**config.mk**
```make
export PLATFORM = sky130hd
export DESIGN_NAME = tlbm_top
export DESIGN_NICKNAME = d
export VERILOG_FILES = /design/src/include/tlbm_pkg.sv /design/src/logic/tlbm_decode.sv /design/src/logic/tlbm_match.sv /design/src/logic/tlbm_top.sv
export SDC_FILE = /design/constraint.sdc
export NUM_CORES = 2
export LEC_CHECK = 0
export BUFFER_PORTS_ARGS = -buffer_cell sky130_fd_sc_hd__buf_2
export CAP_MARGIN = 20
export CORE_ASPECT_RATIO = 1.4
export CORE_MARGIN = 8
export CORE_UTILIZATION = 64
export CTS_CLUSTER_DIAMETER = 100
export DETAILED_ROUTE_END_ITERATION = 7
export PLACE_DENSITY = 0.8
export SYNTH_ARGS = -nofsm -noshare
export SYNTH_HDL_FRONTEND = slang
export SYNTH_SLANG_ARGS = --single-unit
export TNS_END_PERCENT = 20
```
**constraint.sdc**
```tcl
create_clock -name pclk -period 4.6 [get_ports pclk]
set_input_delay 0.69 -clock pclk [delete_from_list [all_inputs] [get_ports pclk]]
set_output_delay 0.69 -clock pclk [all_outputs]
set_load 0.05 [all_outputs]
```
**src/include/tlbm_pkg.sv**
```systemverilog
/*
 * Shared constants and types for the TLB maintenance block: APB register
 * offsets, field positions, reset values, opcode fields and entry layout.
 * Assumes a 32-bit APB register bus and a single core clock domain.
 */
`default_nettype none
package tlbm_pkg;

	// Register byte offsets
	localparam logic [7:0] OFF_INSN = 8'h00;
	localparam logic [7:0] OFF_TAG = 8'h04;
	localparam logic [7:0] OFF_EVEN = 8'h08;
	localparam logic [7:0] OFF_ODD = 8'h0C;
	localparam logic [7:0] OFF_PMASK = 8'h10;
	localparam logic [7:0] OFF_INDEX = 8'h14;
	localparam logic [7:0] OFF_CFG = 8'h18;
	localparam logic [7:0] OFF_STATUS = 8'h1C;
	localparam logic [7:0] OFF_IRQMASK = 8'h20;

	// Instruction fields
	localparam logic [5:0] MAJOR_GROUP = 6'h00;
	localparam logic [5:0] MINOR_SUBGROUP = 6'h3C;
	localparam logic [9:0] MINOR_PROBE = 10'h00D;
	localparam logic [9:0] MINOR_READ = 10'h04D;
	localparam logic [9:0] MINOR_WRITE = 10'h08D;

	// Translation tag fields
	localparam int TAG_VIRTUAL_PAGE_PAIR_TAG_LSB = 13;
	localparam int TAG_INV_BIT = 10;
	// Page mapping fields
	localparam int MAP_PFN_LSB = 6;
	localparam int MAP_C_LSB = 3;
	localparam int MAP_D_BIT = 2;
	localparam int MAP_V_BIT = 1;
	localparam int MAP_G_BIT = 0;
	// Page mask field
	localparam int PMASK_LSB = 13;
	// Entry pointer miss flag
	localparam int INDEX_MISS_BIT = 31;

	// Configuration bits
	localparam int CFG_IE_LSB = 0;
	localparam int CFG_REL3_BIT = 2;
	localparam int CFG_CP0EN_BIT = 3;
	localparam int CFG_ZMASK_BIT = 4;
	localparam logic [31:0] CFG_RST = 32'h0000_0008;

	// Status / mask bits
	localparam int ST_W = 5;
	localparam int ST_DONE = 0;
	localparam int ST_MISS = 1;
	localparam int ST_CPU = 2;
	localparam int ST_MCHK = 3;
	localparam int ST_RSVD = 4;

	localparam logic [31:0] REG_RST = 32'h0000_0000;

	typedef enum {OP_NONE, OP_PROBE, OP_READ, OP_WRITE} tlbm_op_t;

	typedef struct packed {
		logic dead;
		logic [18:0] virtual_page_pair_tag;
		logic [7:0] asid;
		logic g;
		logic [15:0] mask;
		logic [19:0] pfn0;
		logic [2:0] c0;
		logic d0;
		logic v0;
		logic [19:0] pfn1;
		logic [2:0] c1;
		logic d1;
		logic v1;
	} tlbm_entry_t;

	localparam tlbm_entry_t ENTRY_RST = '{dead: 1'b1, default: '0};

endpackage
`default_nettype wire

```
**src/logic/tlbm_decode.sv**
```systemverilog
/*
 * Instruction decoder for the three TLB maintenance operations.
 * Assumes the word arrives already aligned as a 32-bit instruction.
 */
`timescale 1ns/1ps
`default_nettype none
module tlbm_decode (
	input wire logic [31:0] insn,
	output var tlbm_pkg::tlbm_op_t op,
	output logic known
);
	import tlbm_pkg::*;

	// Common frame: major group, zero code field, subgroup
	wire frame_ok = insn[31:26] == MAJOR_GROUP && insn[25:16] == 10'h000 &&
		insn[5:0] == MINOR_SUBGROUP;
	wire is_probe = frame_ok && insn[15:6] == MINOR_PROBE; // see RULE1
	wire is_read = frame_ok && insn[15:6] == MINOR_READ; // see RULE2
	wire is_write = frame_ok && insn[15:6] == MINOR_WRITE; // see RULE3

	assign known = is_probe | is_read | is_write;
	assign op = is_probe ? OP_PROBE : is_read ? OP_READ :
		is_write ? OP_WRITE : OP_NONE;
endmodule
`default_nettype wire

```
**src/logic/tlbm_match.sv**
```systemverilog
/*
 * One entry comparator: page pair under mask, address space or global.
 * Assumes entry fields are stable for the whole cycle.
 */
`timescale 1ns/1ps
`default_nettype none
module tlbm_match (
	input wire tlbm_pkg::tlbm_entry_t ent,
	input wire logic [18:0] virtual_page_pair_tag,
	input wire logic [7:0] asid,
	output logic hit
);
	import tlbm_pkg::*;

	// Masked bits never take part in the compare
	wire [18:0] care = ~{3'h0, ent.mask};
	wire page_eq = ((ent.virtual_page_pair_tag ^ virtual_page_pair_tag) & care) == 19'h00000;

	// Dead entries are invisible to every lookup
	assign hit = !ent.dead && page_eq && (ent.g || ent.asid == asid);
endmodule
`default_nettype wire

```
**src/logic/tlbm_top.sv**
```systemverilog
/*
 * TLB maintenance engine with APB register access: probe, indexed read
 * and indexed write of a small fully associative TLB array.
 * Assumes an APB master on pclk, one instruction register whose write
 * launches an operation, and a core that reacts to the irq output.
 */
// Behaviour
// RULE1 - probe: major group, zero code, minor 0000001101, subgroup 111100
// RULE2 - read: major group, zero code, minor 0001001101, subgroup 111100
// RULE3 - write: major group, zero code, minor 0010001101, subgroup 111100
// RULE4 - probe compares the tag with all entries, loads pointer with hit
// RULE5 - probe miss sets the top bit of the entry pointer
// RULE6 - probe multi-match reported only in release three; writes always may
// RULE7 - read copies selected entry into tag, both mappings and mask
// RULE8 - read of invalidated entry with support 2 or 3 returns zeros
// RULE9 - read may zero page pair and frame bits under set mask bits
// RULE10 - read puts entry global bit into both mapping registers
// RULE11 - release three may flag multiple matches on a read
// RULE12 - software keeps entry pointer below implemented entry count
// RULE13 - any of the three without coprocessor access raises unusable
// RULE14 - write loads entry from registers unless invalidate is requested
// RULE15 - multiple matches found on a write raise a machine check
// RULE16 - write may zero page pair and frame bits under set mask bits
// RULE17 - write stores AND of both mapping global bits
// RULE18 - invalidate write only marks entry dead; no machine check
// RULE19 - each operation completes in one indivisible step
`timescale 1ns/1ps
`default_nettype none
module tlbm_top #(
	parameter int NUM_ENTRIES = 16,
	parameter int IDX_W = $clog2(NUM_ENTRIES)
) (
	input wire logic pclk,
	input wire logic presetn,
	input wire logic psel,
	input wire logic penable,
	input wire logic pwrite,
	input wire logic [7:0] paddr,
	input wire logic [31:0] pwdata,
	output logic [31:0] prdata,
	output logic pready,
	output logic pslverr,
	output logic irq
);
	import tlbm_pkg::*;

	// Software-visible registers
	logic [31:0] insn_ff, nxt_insn;
	logic [31:0] tag_ff, nxt_tag;
	logic [31:0] even_ff, nxt_even;
	logic [31:0] odd_ff, nxt_odd;
	logic [31:0] pmask_ff, nxt_pmask;
	logic [31:0] index_ff, nxt_index;
	logic [31:0] cfg_ff, nxt_cfg;
	logic [ST_W-1:0] status_ff, nxt_status;
	logic [ST_W-1:0] irqmask_ff, nxt_irqmask;
	logic [31:0] prdata_ff;

	// The TLB array itself
	tlbm_entry_t tlb_ff [NUM_ENTRIES];

	// Bus phase decode
	wire setup = psel && !penable;
	wire access = psel && penable;
	wire wr_acc = access && pwrite;
	wire sel_insn = paddr == OFF_INSN;
	wire sel_tag = paddr == OFF_TAG;
	wire sel_even = paddr == OFF_EVEN;
	wire sel_odd = paddr == OFF_ODD;
	wire sel_pmask = paddr == OFF_PMASK;
	wire sel_index = paddr == OFF_INDEX;
	wire sel_cfg = paddr == OFF_CFG;
	wire sel_status = paddr == OFF_STATUS;
	wire sel_irqmask = paddr == OFF_IRQMASK;
	wire mapped = sel_insn | sel_tag | sel_even | sel_odd | sel_pmask |
		sel_index | sel_cfg | sel_status | sel_irqmask;

	// Zero wait states; unmapped addresses answer with an error
	assign pready = 1'b1;
	assign pslverr = access && !mapped;
	assign prdata = prdata_ff;

	// Configuration fields
	wire [1:0] ie = cfg_ff[CFG_IE_LSB +: 2];
	wire ie_on = ie[1];
	wire rel3 = cfg_ff[CFG_REL3_BIT];
	wire cp0_en = cfg_ff[CFG_CP0EN_BIT];
	wire zmask = cfg_ff[CFG_ZMASK_BIT];

	// Current register fields
	wire [18:0] t_virtual_page_pair_tag = tag_ff[31:TAG_VIRTUAL_PAGE_PAIR_TAG_LSB];
	wire [7:0] t_asid = tag_ff[7:0];
	wire t_inv = tag_ff[TAG_INV_BIT];
	wire [15:0] m_mask = pmask_ff[PMASK_LSB +: 16];
	wire [IDX_W-1:0] idx = index_ff[IDX_W-1:0];

	// Instruction decode on the write data itself
	tlbm_op_t op;
	logic op_known;
	tlbm_decode u_decode (
		.insn(pwdata),
		.op(op),
		.known(op_known)
	);

	// One comparator per entry, all in parallel
	logic [NUM_ENTRIES-1:0] hits;
	for (genvar gi = 0; gi < NUM_ENTRIES; gi++) begin : g_match
		tlbm_match u_match (
			.ent(tlb_ff[gi]),
			.virtual_page_pair_tag(t_virtual_page_pair_tag),
			.asid(t_asid),
			.hit(hits[gi])
		);
	end

	// Lowest matching position wins the pointer
	logic [IDX_W-1:0] hit_idx;
	always_comb begin
		hit_idx = '0;
		for (int i = NUM_ENTRIES - 1; i >= 0; i--) begin
			if (hits[i]) begin
				hit_idx = IDX_W'(i);
			end
		end
	end

	// Multiple-match terms
	wire [NUM_ENTRIES-1:0] sel_onehot = NUM_ENTRIES'(1) << idx;
	wire hit_any = |hits;
	wire hit_multi = (hits & (hits - NUM_ENTRIES'(1))) != '0;
	wire hit_other = (hits & ~sel_onehot) != '0;

	// Operation launch and its gating
	wire op_go = wr_acc && sel_insn;
	wire tlb_op = op_go && op_known;
	wire cpu_evt = tlb_op && !cp0_en; // see RULE13
	wire run = tlb_op && cp0_en;
	wire run_probe = run && op == OP_PROBE;
	wire run_read = run && op == OP_READ;
	wire run_write = run && op == OP_WRITE;
	wire rsvd_evt = op_go && !op_known;

	// Invalidate request versus full load
	wire inv_write = ie_on && t_inv; // see RULE18
	wire full_write = run_write && !inv_write; // see RULE14

	// Machine check causes; probe and read only in release three
	wire mc_probe = run_probe && rel3 && hit_multi; // see RULE6
	wire mc_read = run_read && rel3 && hit_multi; // see RULE11
	wire mc_write = full_write && hit_other; // see RULE15
	wire mchk_evt = mc_probe || mc_read || mc_write;

	// Probe miss flag
	wire miss_evt = run_probe && !hit_any;
	wire done_evt = run && !mchk_evt;

	// Selected entry for a read
	tlbm_entry_t rd_ent;
	assign rd_ent = tlb_ff[idx];
	wire rd_dead = ie_on && rd_ent.dead; // see RULE8
	wire [18:0] rd_vmask = zmask ? ~{3'h0, rd_ent.mask} : 19'h7FFFF;
	wire [19:0] rd_pmask = zmask ? ~{4'h0, rd_ent.mask} : 20'hFFFFF;

	// Read results, global bit copied to both halves
	wire [31:0] rd_tag = rd_dead ? 32'h0000_0000 :
		{rd_ent.virtual_page_pair_tag & rd_vmask, 5'h00, rd_ent.asid}; // see RULE7
	wire [31:0] rd_even = rd_dead ? 32'h0000_0000 :
		{6'h00, rd_ent.pfn0 & rd_pmask, rd_ent.c0, rd_ent.d0, rd_ent.v0,
		rd_ent.g}; // see RULE9, RULE10
	wire [31:0] rd_odd = rd_dead ? 32'h0000_0000 :
		{6'h00, rd_ent.pfn1 & rd_pmask, rd_ent.c1, rd_ent.d1, rd_ent.v1,
		rd_ent.g}; // see RULE10
	wire [31:0] rd_mask = rd_dead ? 32'h0000_0000 :
		{3'h0, rd_ent.mask, 13'h0000};

	// Entry built for a write; masked bits optionally dropped
	wire [18:0] wr_vmask = zmask ? ~{3'h0, m_mask} : 19'h7FFFF;
	wire [19:0] wr_pmask = zmask ? ~{4'h0, m_mask} : 20'hFFFFF;
	tlbm_entry_t wr_ent;
	assign wr_ent.dead = 1'b0;
	assign wr_ent.virtual_page_pair_tag = t_virtual_page_pair_tag & wr_vmask; // see RULE16
	assign wr_ent.asid = t_asid;
	assign wr_ent.g = even_ff[MAP_G_BIT] & odd_ff[MAP_G_BIT]; // see RULE17
	assign wr_ent.mask = m_mask;
	assign wr_ent.pfn0 = even_ff[MAP_PFN_LSB +: 20] & wr_pmask; // see RULE16
	assign wr_ent.c0 = even_ff[MAP_C_LSB +: 3];
	assign wr_ent.d0 = even_ff[MAP_D_BIT];
	assign wr_ent.v0 = even_ff[MAP_V_BIT];
	assign wr_ent.pfn1 = odd_ff[MAP_PFN_LSB +: 20] & wr_pmask;
	assign wr_ent.c1 = odd_ff[MAP_C_LSB +: 3];
	assign wr_ent.d1 = odd_ff[MAP_D_BIT];
	assign wr_ent.v1 = odd_ff[MAP_V_BIT];

	// Probe pointer value: hit position or miss flag
	wire [31:0] probe_index = hit_any ? 32'(hit_idx) :
		32'(1) << INDEX_MISS_BIT; // see RULE4, RULE5

	// Register updates: read results commit in the same edge as the op
	wire ld_read = run_read && !mc_read; // see RULE19
	wire ld_probe = run_probe && !mc_probe;
	assign nxt_insn = op_go ? pwdata : insn_ff;
	assign nxt_tag = ld_read ? rd_tag :
		(wr_acc && sel_tag) ? pwdata : tag_ff;
	assign nxt_even = ld_read ? rd_even :
		(wr_acc && sel_even) ? pwdata : even_ff;
	assign nxt_odd = ld_read ? rd_odd :
		(wr_acc && sel_odd) ? pwdata : odd_ff;
	assign nxt_pmask = ld_read ? rd_mask :
		(wr_acc && sel_pmask) ? pwdata : pmask_ff;
	assign nxt_index = ld_probe ? probe_index :
		(wr_acc && sel_index) ? pwdata : index_ff;
	assign nxt_cfg = (wr_acc && sel_cfg) ? pwdata : cfg_ff;
	assign nxt_irqmask = (wr_acc && sel_irqmask) ?
		pwdata[ST_W-1:0] : irqmask_ff;

	// Sticky events; a new event wins over a same-cycle clear
	wire [ST_W-1:0] st_evt = {rsvd_evt, mchk_evt, cpu_evt, miss_evt,
		done_evt};
	wire [ST_W-1:0] st_clr = (wr_acc && sel_status) ?
		pwdata[ST_W-1:0] : '0;
	assign nxt_status = (status_ff & ~st_clr) | st_evt;

	// Level interrupt while any unmasked status bit stands
	assign irq = |(status_ff & irqmask_ff);

	// Read-back mux, captured in the setup cycle
	wire [31:0] rd_mux =
		sel_insn ? insn_ff :
		sel_tag ? tag_ff :
		sel_even ? even_ff :
		sel_odd ? odd_ff :
		sel_pmask ? pmask_ff :
		sel_index ? index_ff :
		sel_cfg ? cfg_ff :
		sel_status ? 32'(status_ff) :
		sel_irqmask ? 32'(irqmask_ff) : 32'h0000_0000;

	// Read data register; nothing changes between setup and access
	always_ff @(posedge pclk or negedge presetn) begin
		if (!presetn) begin
			prdata_ff <= REG_RST;
		end else if (setup) begin
			prdata_ff <= rd_mux;
		end
	end

	// Last launched word, kept so software can see what ran
	always_ff @(posedge pclk or negedge presetn) begin
		if (!presetn) begin
			insn_ff <= REG_RST;
		end else begin
			insn_ff <= nxt_insn;
		end
	end

	// Translation tag; a read result lands on the op's own edge
	always_ff @(posedge pclk or negedge presetn) begin
		if (!presetn) begin
			tag_ff <= REG_RST;
		end else begin
			tag_ff <= nxt_tag;
		end
	end

	// Even page mapping
	always_ff @(posedge pclk or negedge presetn) begin
		if (!presetn) begin
			even_ff <= REG_RST;
		end else begin
			even_ff <= nxt_even;
		end
	end

	// Odd page mapping
	always_ff @(posedge pclk or negedge presetn) begin
		if (!presetn) begin
			odd_ff <= REG_RST;
		end else begin
			odd_ff <= nxt_odd;
		end
	end

	// Page size mask
	always_ff @(posedge pclk or negedge presetn) begin
		if (!presetn) begin
			pmask_ff <= REG_RST;
		end else begin
			pmask_ff <= nxt_pmask;
		end
	end

	// Entry pointer; a probe and a bus write never share one edge
	always_ff @(posedge pclk or negedge presetn) begin
		if (!presetn) begin
			index_ff <= REG_RST;
		end else begin
			index_ff <= nxt_index;
		end
	end

	// Configuration; leaves reset with coprocessor access enabled
	always_ff @(posedge pclk or negedge presetn) begin
		if (!presetn) begin
			cfg_ff <= CFG_RST;
		end else begin
			cfg_ff <= nxt_cfg;
		end
	end

	// Sticky status bits
	always_ff @(posedge pclk or negedge presetn) begin
		if (!presetn) begin
			status_ff <= '0;
		end else begin
			status_ff <= nxt_status;
		end
	end

	// Interrupt mask
	always_ff @(posedge pclk or negedge presetn) begin
		if (!presetn) begin
			irqmask_ff <= '0;
		end else begin
			irqmask_ff <= nxt_irqmask;
		end
	end

	// Array update: whole entry in one edge, so no lookup sees a half
	// written entry. A detected conflict leaves the array untouched.
	// Pointer bits above the array width are dropped; the low bits pick the entry.
	always_ff @(posedge pclk or negedge presetn) begin
		if (!presetn) begin
			for (int i = 0; i < NUM_ENTRIES; i++) begin
				tlb_ff[i] <= ENTRY_RST;
			end
		end else if (run_write && inv_write) begin
			tlb_ff[idx].dead <= 1'b1; // see RULE18, RULE12
		end else if (full_write && !mc_write) begin
			tlb_ff[idx] <= wr_ent; // see RULE14, RULE19
		end
	end

endmodule
`default_nettype wire

```
==> flow_metrics.env <==
export IMPL_fin_util_pct=71.5
export IMPL_cpMostUsedCell="buf_4"
export IMPL_hold_viol=0
export IMPL_status="finished with violations"
export IMPL_netlist_top_cells_area="dfrtp_1, mux4_2, o21ai_0"
export IMPL_setup_viol=2
export IMPL_cp_max_fo=24
export IMPL_final_common_cell="dfrtp_1"
export IMPL_rsz0062_at_grt="false"
export IMPL_drt_initial_drc_count=10000
export IMPL_yosysWarnings=0
export IMPL_std_cell_rows=158
export IMPL_timing_hold_ws_ns=0.159
export IMPL_cpPeakStageDelay_ns=0.71
export IMPL_arrival_ns=5.33
export IMPL_cts_buffer_depth=3
export IMPL_startpoint="tag_ff[24]$_DFFE_PN0P_"
export IMPL_violations="DRC, setup timing"
export IMPL_crit_family="simple AND/OR/NAND/NOR gates"
export IMPL_ys_async_sr_fraction_pct=100
export IMPL_period_minus_slack_ns=4.64
export IMPL_final_cell_mix="dfrtp_1, nand2_1, o21ai_0"
export IMPL_cts_root_buf="clkbuf_16"
export IMPL_area_growth_pct=11.6
export IMPL_crit_type="flip-flop to flip-flop"
export IMPL_synthCells=7619
export IMPL_tightest_slew_ns=1.09
export IMPL_max_cap_violations=0
export IMPL_grtUsageTotal_pct=43.6
export IMPL_synth_top_cell_by_area="dfrtp_1"
export IMPL_portBuffers=78
export IMPL_antenna_found_initial=29
export IMPL_wl_per_cell_um=32.7
export IMPL_reg2reg_depth=13
export IMPL_die_h_um=446
export IMPL_min_period_over_period_pct=101
export IMPL_netlist_area_um2=84600
export IMPL_synth_top_cell_area_share_pct=52.3
export IMPL_wirelength_um=310000
export IMPL_antenna_left=0
export IMPL_clk_latency_ns=0.86
export IMPL_powerDensity_nw_per_um2=337
export IMPL_dr_pass1_iters=8
export IMPL_required_ns=5.29
export IMPL_synth_flop_cell="dfrtp_1"
export IMPL_r2r_end="tag_ff[22]$_DFFE_PN0P_"
export IMPL_dp_hpwl_um=205000
export IMPL_reg2reg_slack_ns=-0.04
export IMPL_p_leak_nw=41.3
export IMPL_ios=80
export IMPL_final_nets=7587
export IMPL_cts_setup_buffers=0
export IMPL_cpMaxStageDelayCell="nor4_1"
export IMPL_grt_overflow=0
export IMPL_stdcell_area_um2=94300
export IMPL_vias=67800
export IMPL_synth_area_per_cell_um2=11.1
export IMPL_ys_ff_latch=1786
export IMPL_drc=2
export IMPL_placed_area_um2=88400
export IMPL_synth_seq_area_share_pct=52.9
export IMPL_regToRegStartpoint="tag_ff[24]$_DFFE_PN0P_"
export IMPL_place_gp_congestion=1.08
export IMPL_synth_distinct_cells=73
export IMPL_drive_gt1_share_pct=20.3
export IMPL_startpoint_type="flip-flop"
export IMPL_grt_pass1_vias=68100
export IMPL_fin_ws_ns=-0.0377
export IMPL_fp_dieW_um=323
export IMPL_grt_pass1_wl_um=459000
export IMPL_skew_ns=0.0515
export IMPL_cts_max_level=4
export IMPL_clkSlewWorstSetupHoldPaths_ns=0.06
export IMPL_worstHoldPathType="input port to flip-flop"
export IMPL_die_area_um2=144000
export IMPL_fmax_mhz=216
export IMPL_tritoncts="built"
export IMPL_crit_end="tag_ff[22]$_DFFE_PN0P_"
export IMPL_maxSlewViolCount=0
export IMPL_initial_core_util_pct=64.1
export IMPL_path_cells="buf_12, xnor2_1, o22ai_1, nor4_1, and3_1, buf_4, a21oi_1, o221ai_1, o31a_1, or3_1, buf_4, nand3_1, o211ai_1"
export IMPL_grt_max_degree=172
export IMPL_vdd_drop_max_mv=0.389
export IMPL_cts_sinks=1786
export IMPL_numCtsBuffers=170
export IMPL_worstSetupEndpointType="flip-flop"
export IMPL_cp_depth=13
export IMPL_cp_buffers_inverters=3
export IMPL_avgViaCountPerCell=7.17
export IMPL_max_slew_margin_pct=26.8
export IMPL_synth_edf_count=0
export IMPL_core_area_um2=132000
export IMPL_syn_num_nets=7664
-- cells in the mapped netlist, drive strengths merged (12+ instances only) --
cell / count
a211oi: 16
a21o: 28
a21oi: 85
a222oi: 31
a22o: 13
a22oi: 71
a31oi: 42
a41o: 24
a41oi: 12
and3: 12
buf: 236
clkbuf: 451
dfrtp: 1769
dfstp: 17
inv: 22
mux2: 308
mux2i: 24
mux4: 475
nand2: 1658
nand3: 111
nor2: 88
nor3: 85
nor4: 67
o21ai: 1314
o22ai: 128
or4: 15
xnor2: 264
xor2: 168
-- metal layers --
metal	part of all wire [%]	track usage (%)	up-vias
li1	-	-	26900
met1	32	51.2	33800
met2	44	64.5	5325
met3	12	13.5	1722
met4	12	38.7	8
met5	0.017	0	-
-- where the power goes --
part | total (W) | internal, W | switching, W
Sequential | 0.0158 | 0.0157 | 0.0000742
Clock | 0.0148 | 0.00836 | 0.00643
Combinational | 0.00119 | 0.000285 | 0.000901
-- worst register-to-register path, delay by kind of cell (launching register included) --
family / cells / cell delay [ns]
flip-flops: 1 / 0.44
AO/OA/AOI/OAI: 5 / 1.25
AND/OR/NAND/NOR: 4 / 1.38
XOR/XNOR: 1 / 0.65
buffers and inverters: 3 / 0.75
-- worst min-delay path by stage --
stage	end	slack, ns	startpoint	depth (start not counted)
floorplan	cfg_ff[0]$_DFFE_PN0P_	0.39	presetn	0
global placement	tlb_ff[1164]$_DFFE_PN0P_	0.45	tlb_ff[1164]$_DFFE_PN0P_	2
detailed placement	tlb_ff[569]$_DFFE_PN1P_	0.46	tlb_ff[569]$_DFFE_PN1P_	2
CTS	insn_ff[11]$_DFFE_PN0P_	0.14	pwdata[11]	3
global route	insn_ff[11]$_DFFE_PN0P_	0.18	pwdata[11]	3
finish	insn_ff[11]$_DFFE_PN0P_	0.16	pwdata[11]	3
-- cells by family (layout without fill, tap and decap cells) --
kind of cell	after synthesis	in the layout	share of synthesized area (%)
flip-flops	1786	1786	52.9
AO/OA/AOI/OAI	1798	1798	11.8
AND/OR/NAND/NOR	2085	2085	10.1
XOR/XNOR	432	432	4.47
other	1	19	0.00443
adder cells (fa/ha/maj)	1	1	0.0133
buffers and inverters	709	774	3.61
multiplexers	807	807	17.1
-- registers in the layout, indices dropped and copies added, names as in the netlist --
signal and count:
tag_ff 32, index_ff 32, irqmask_ff 5, tlb_ff 1520, even_ff 32, cfg_ff 32, odd_ff 32, insn_ff 32
pmask_ff 32, status_ff 5, prdata 32
-- what timing repair did --
item,CTS,global route
cloned,0,0
resized for setup,4,12
endpoints found under the hold margin,56,0
setup endpoints to repair,57,786
hold buffers,1,0
-- final cells by class --
type / instances / area, um^2
diodes: 18 / 45.0
clock buffers: 242 / 4960
clock inverters: 72 / 890
fillers: 8989 / 37500
inverters: 22 / 82.6
multi-input cells: 5124 / 37100
flip-flops and latches: 1786 / 44700
well taps: 1760 / 2200
repair buffers: 438 / 4350
-- metrics by stage --
stage	TNS [ns]	worst slack (ns)	instances	power, W
after floorplan	0	1.10	7619	0.0165
after global placement	-0.429	-0.271	9128	0.0172
after detailed placement	-0.411	-0.251	9128	0.0172
after CTS	0	0.00105	9443	0.0317
after global routing	0	0.00967	9444	0.0324
final	-0.0746	-0.0377	9462	0.0318
Power figures use the tool's default switching activity.
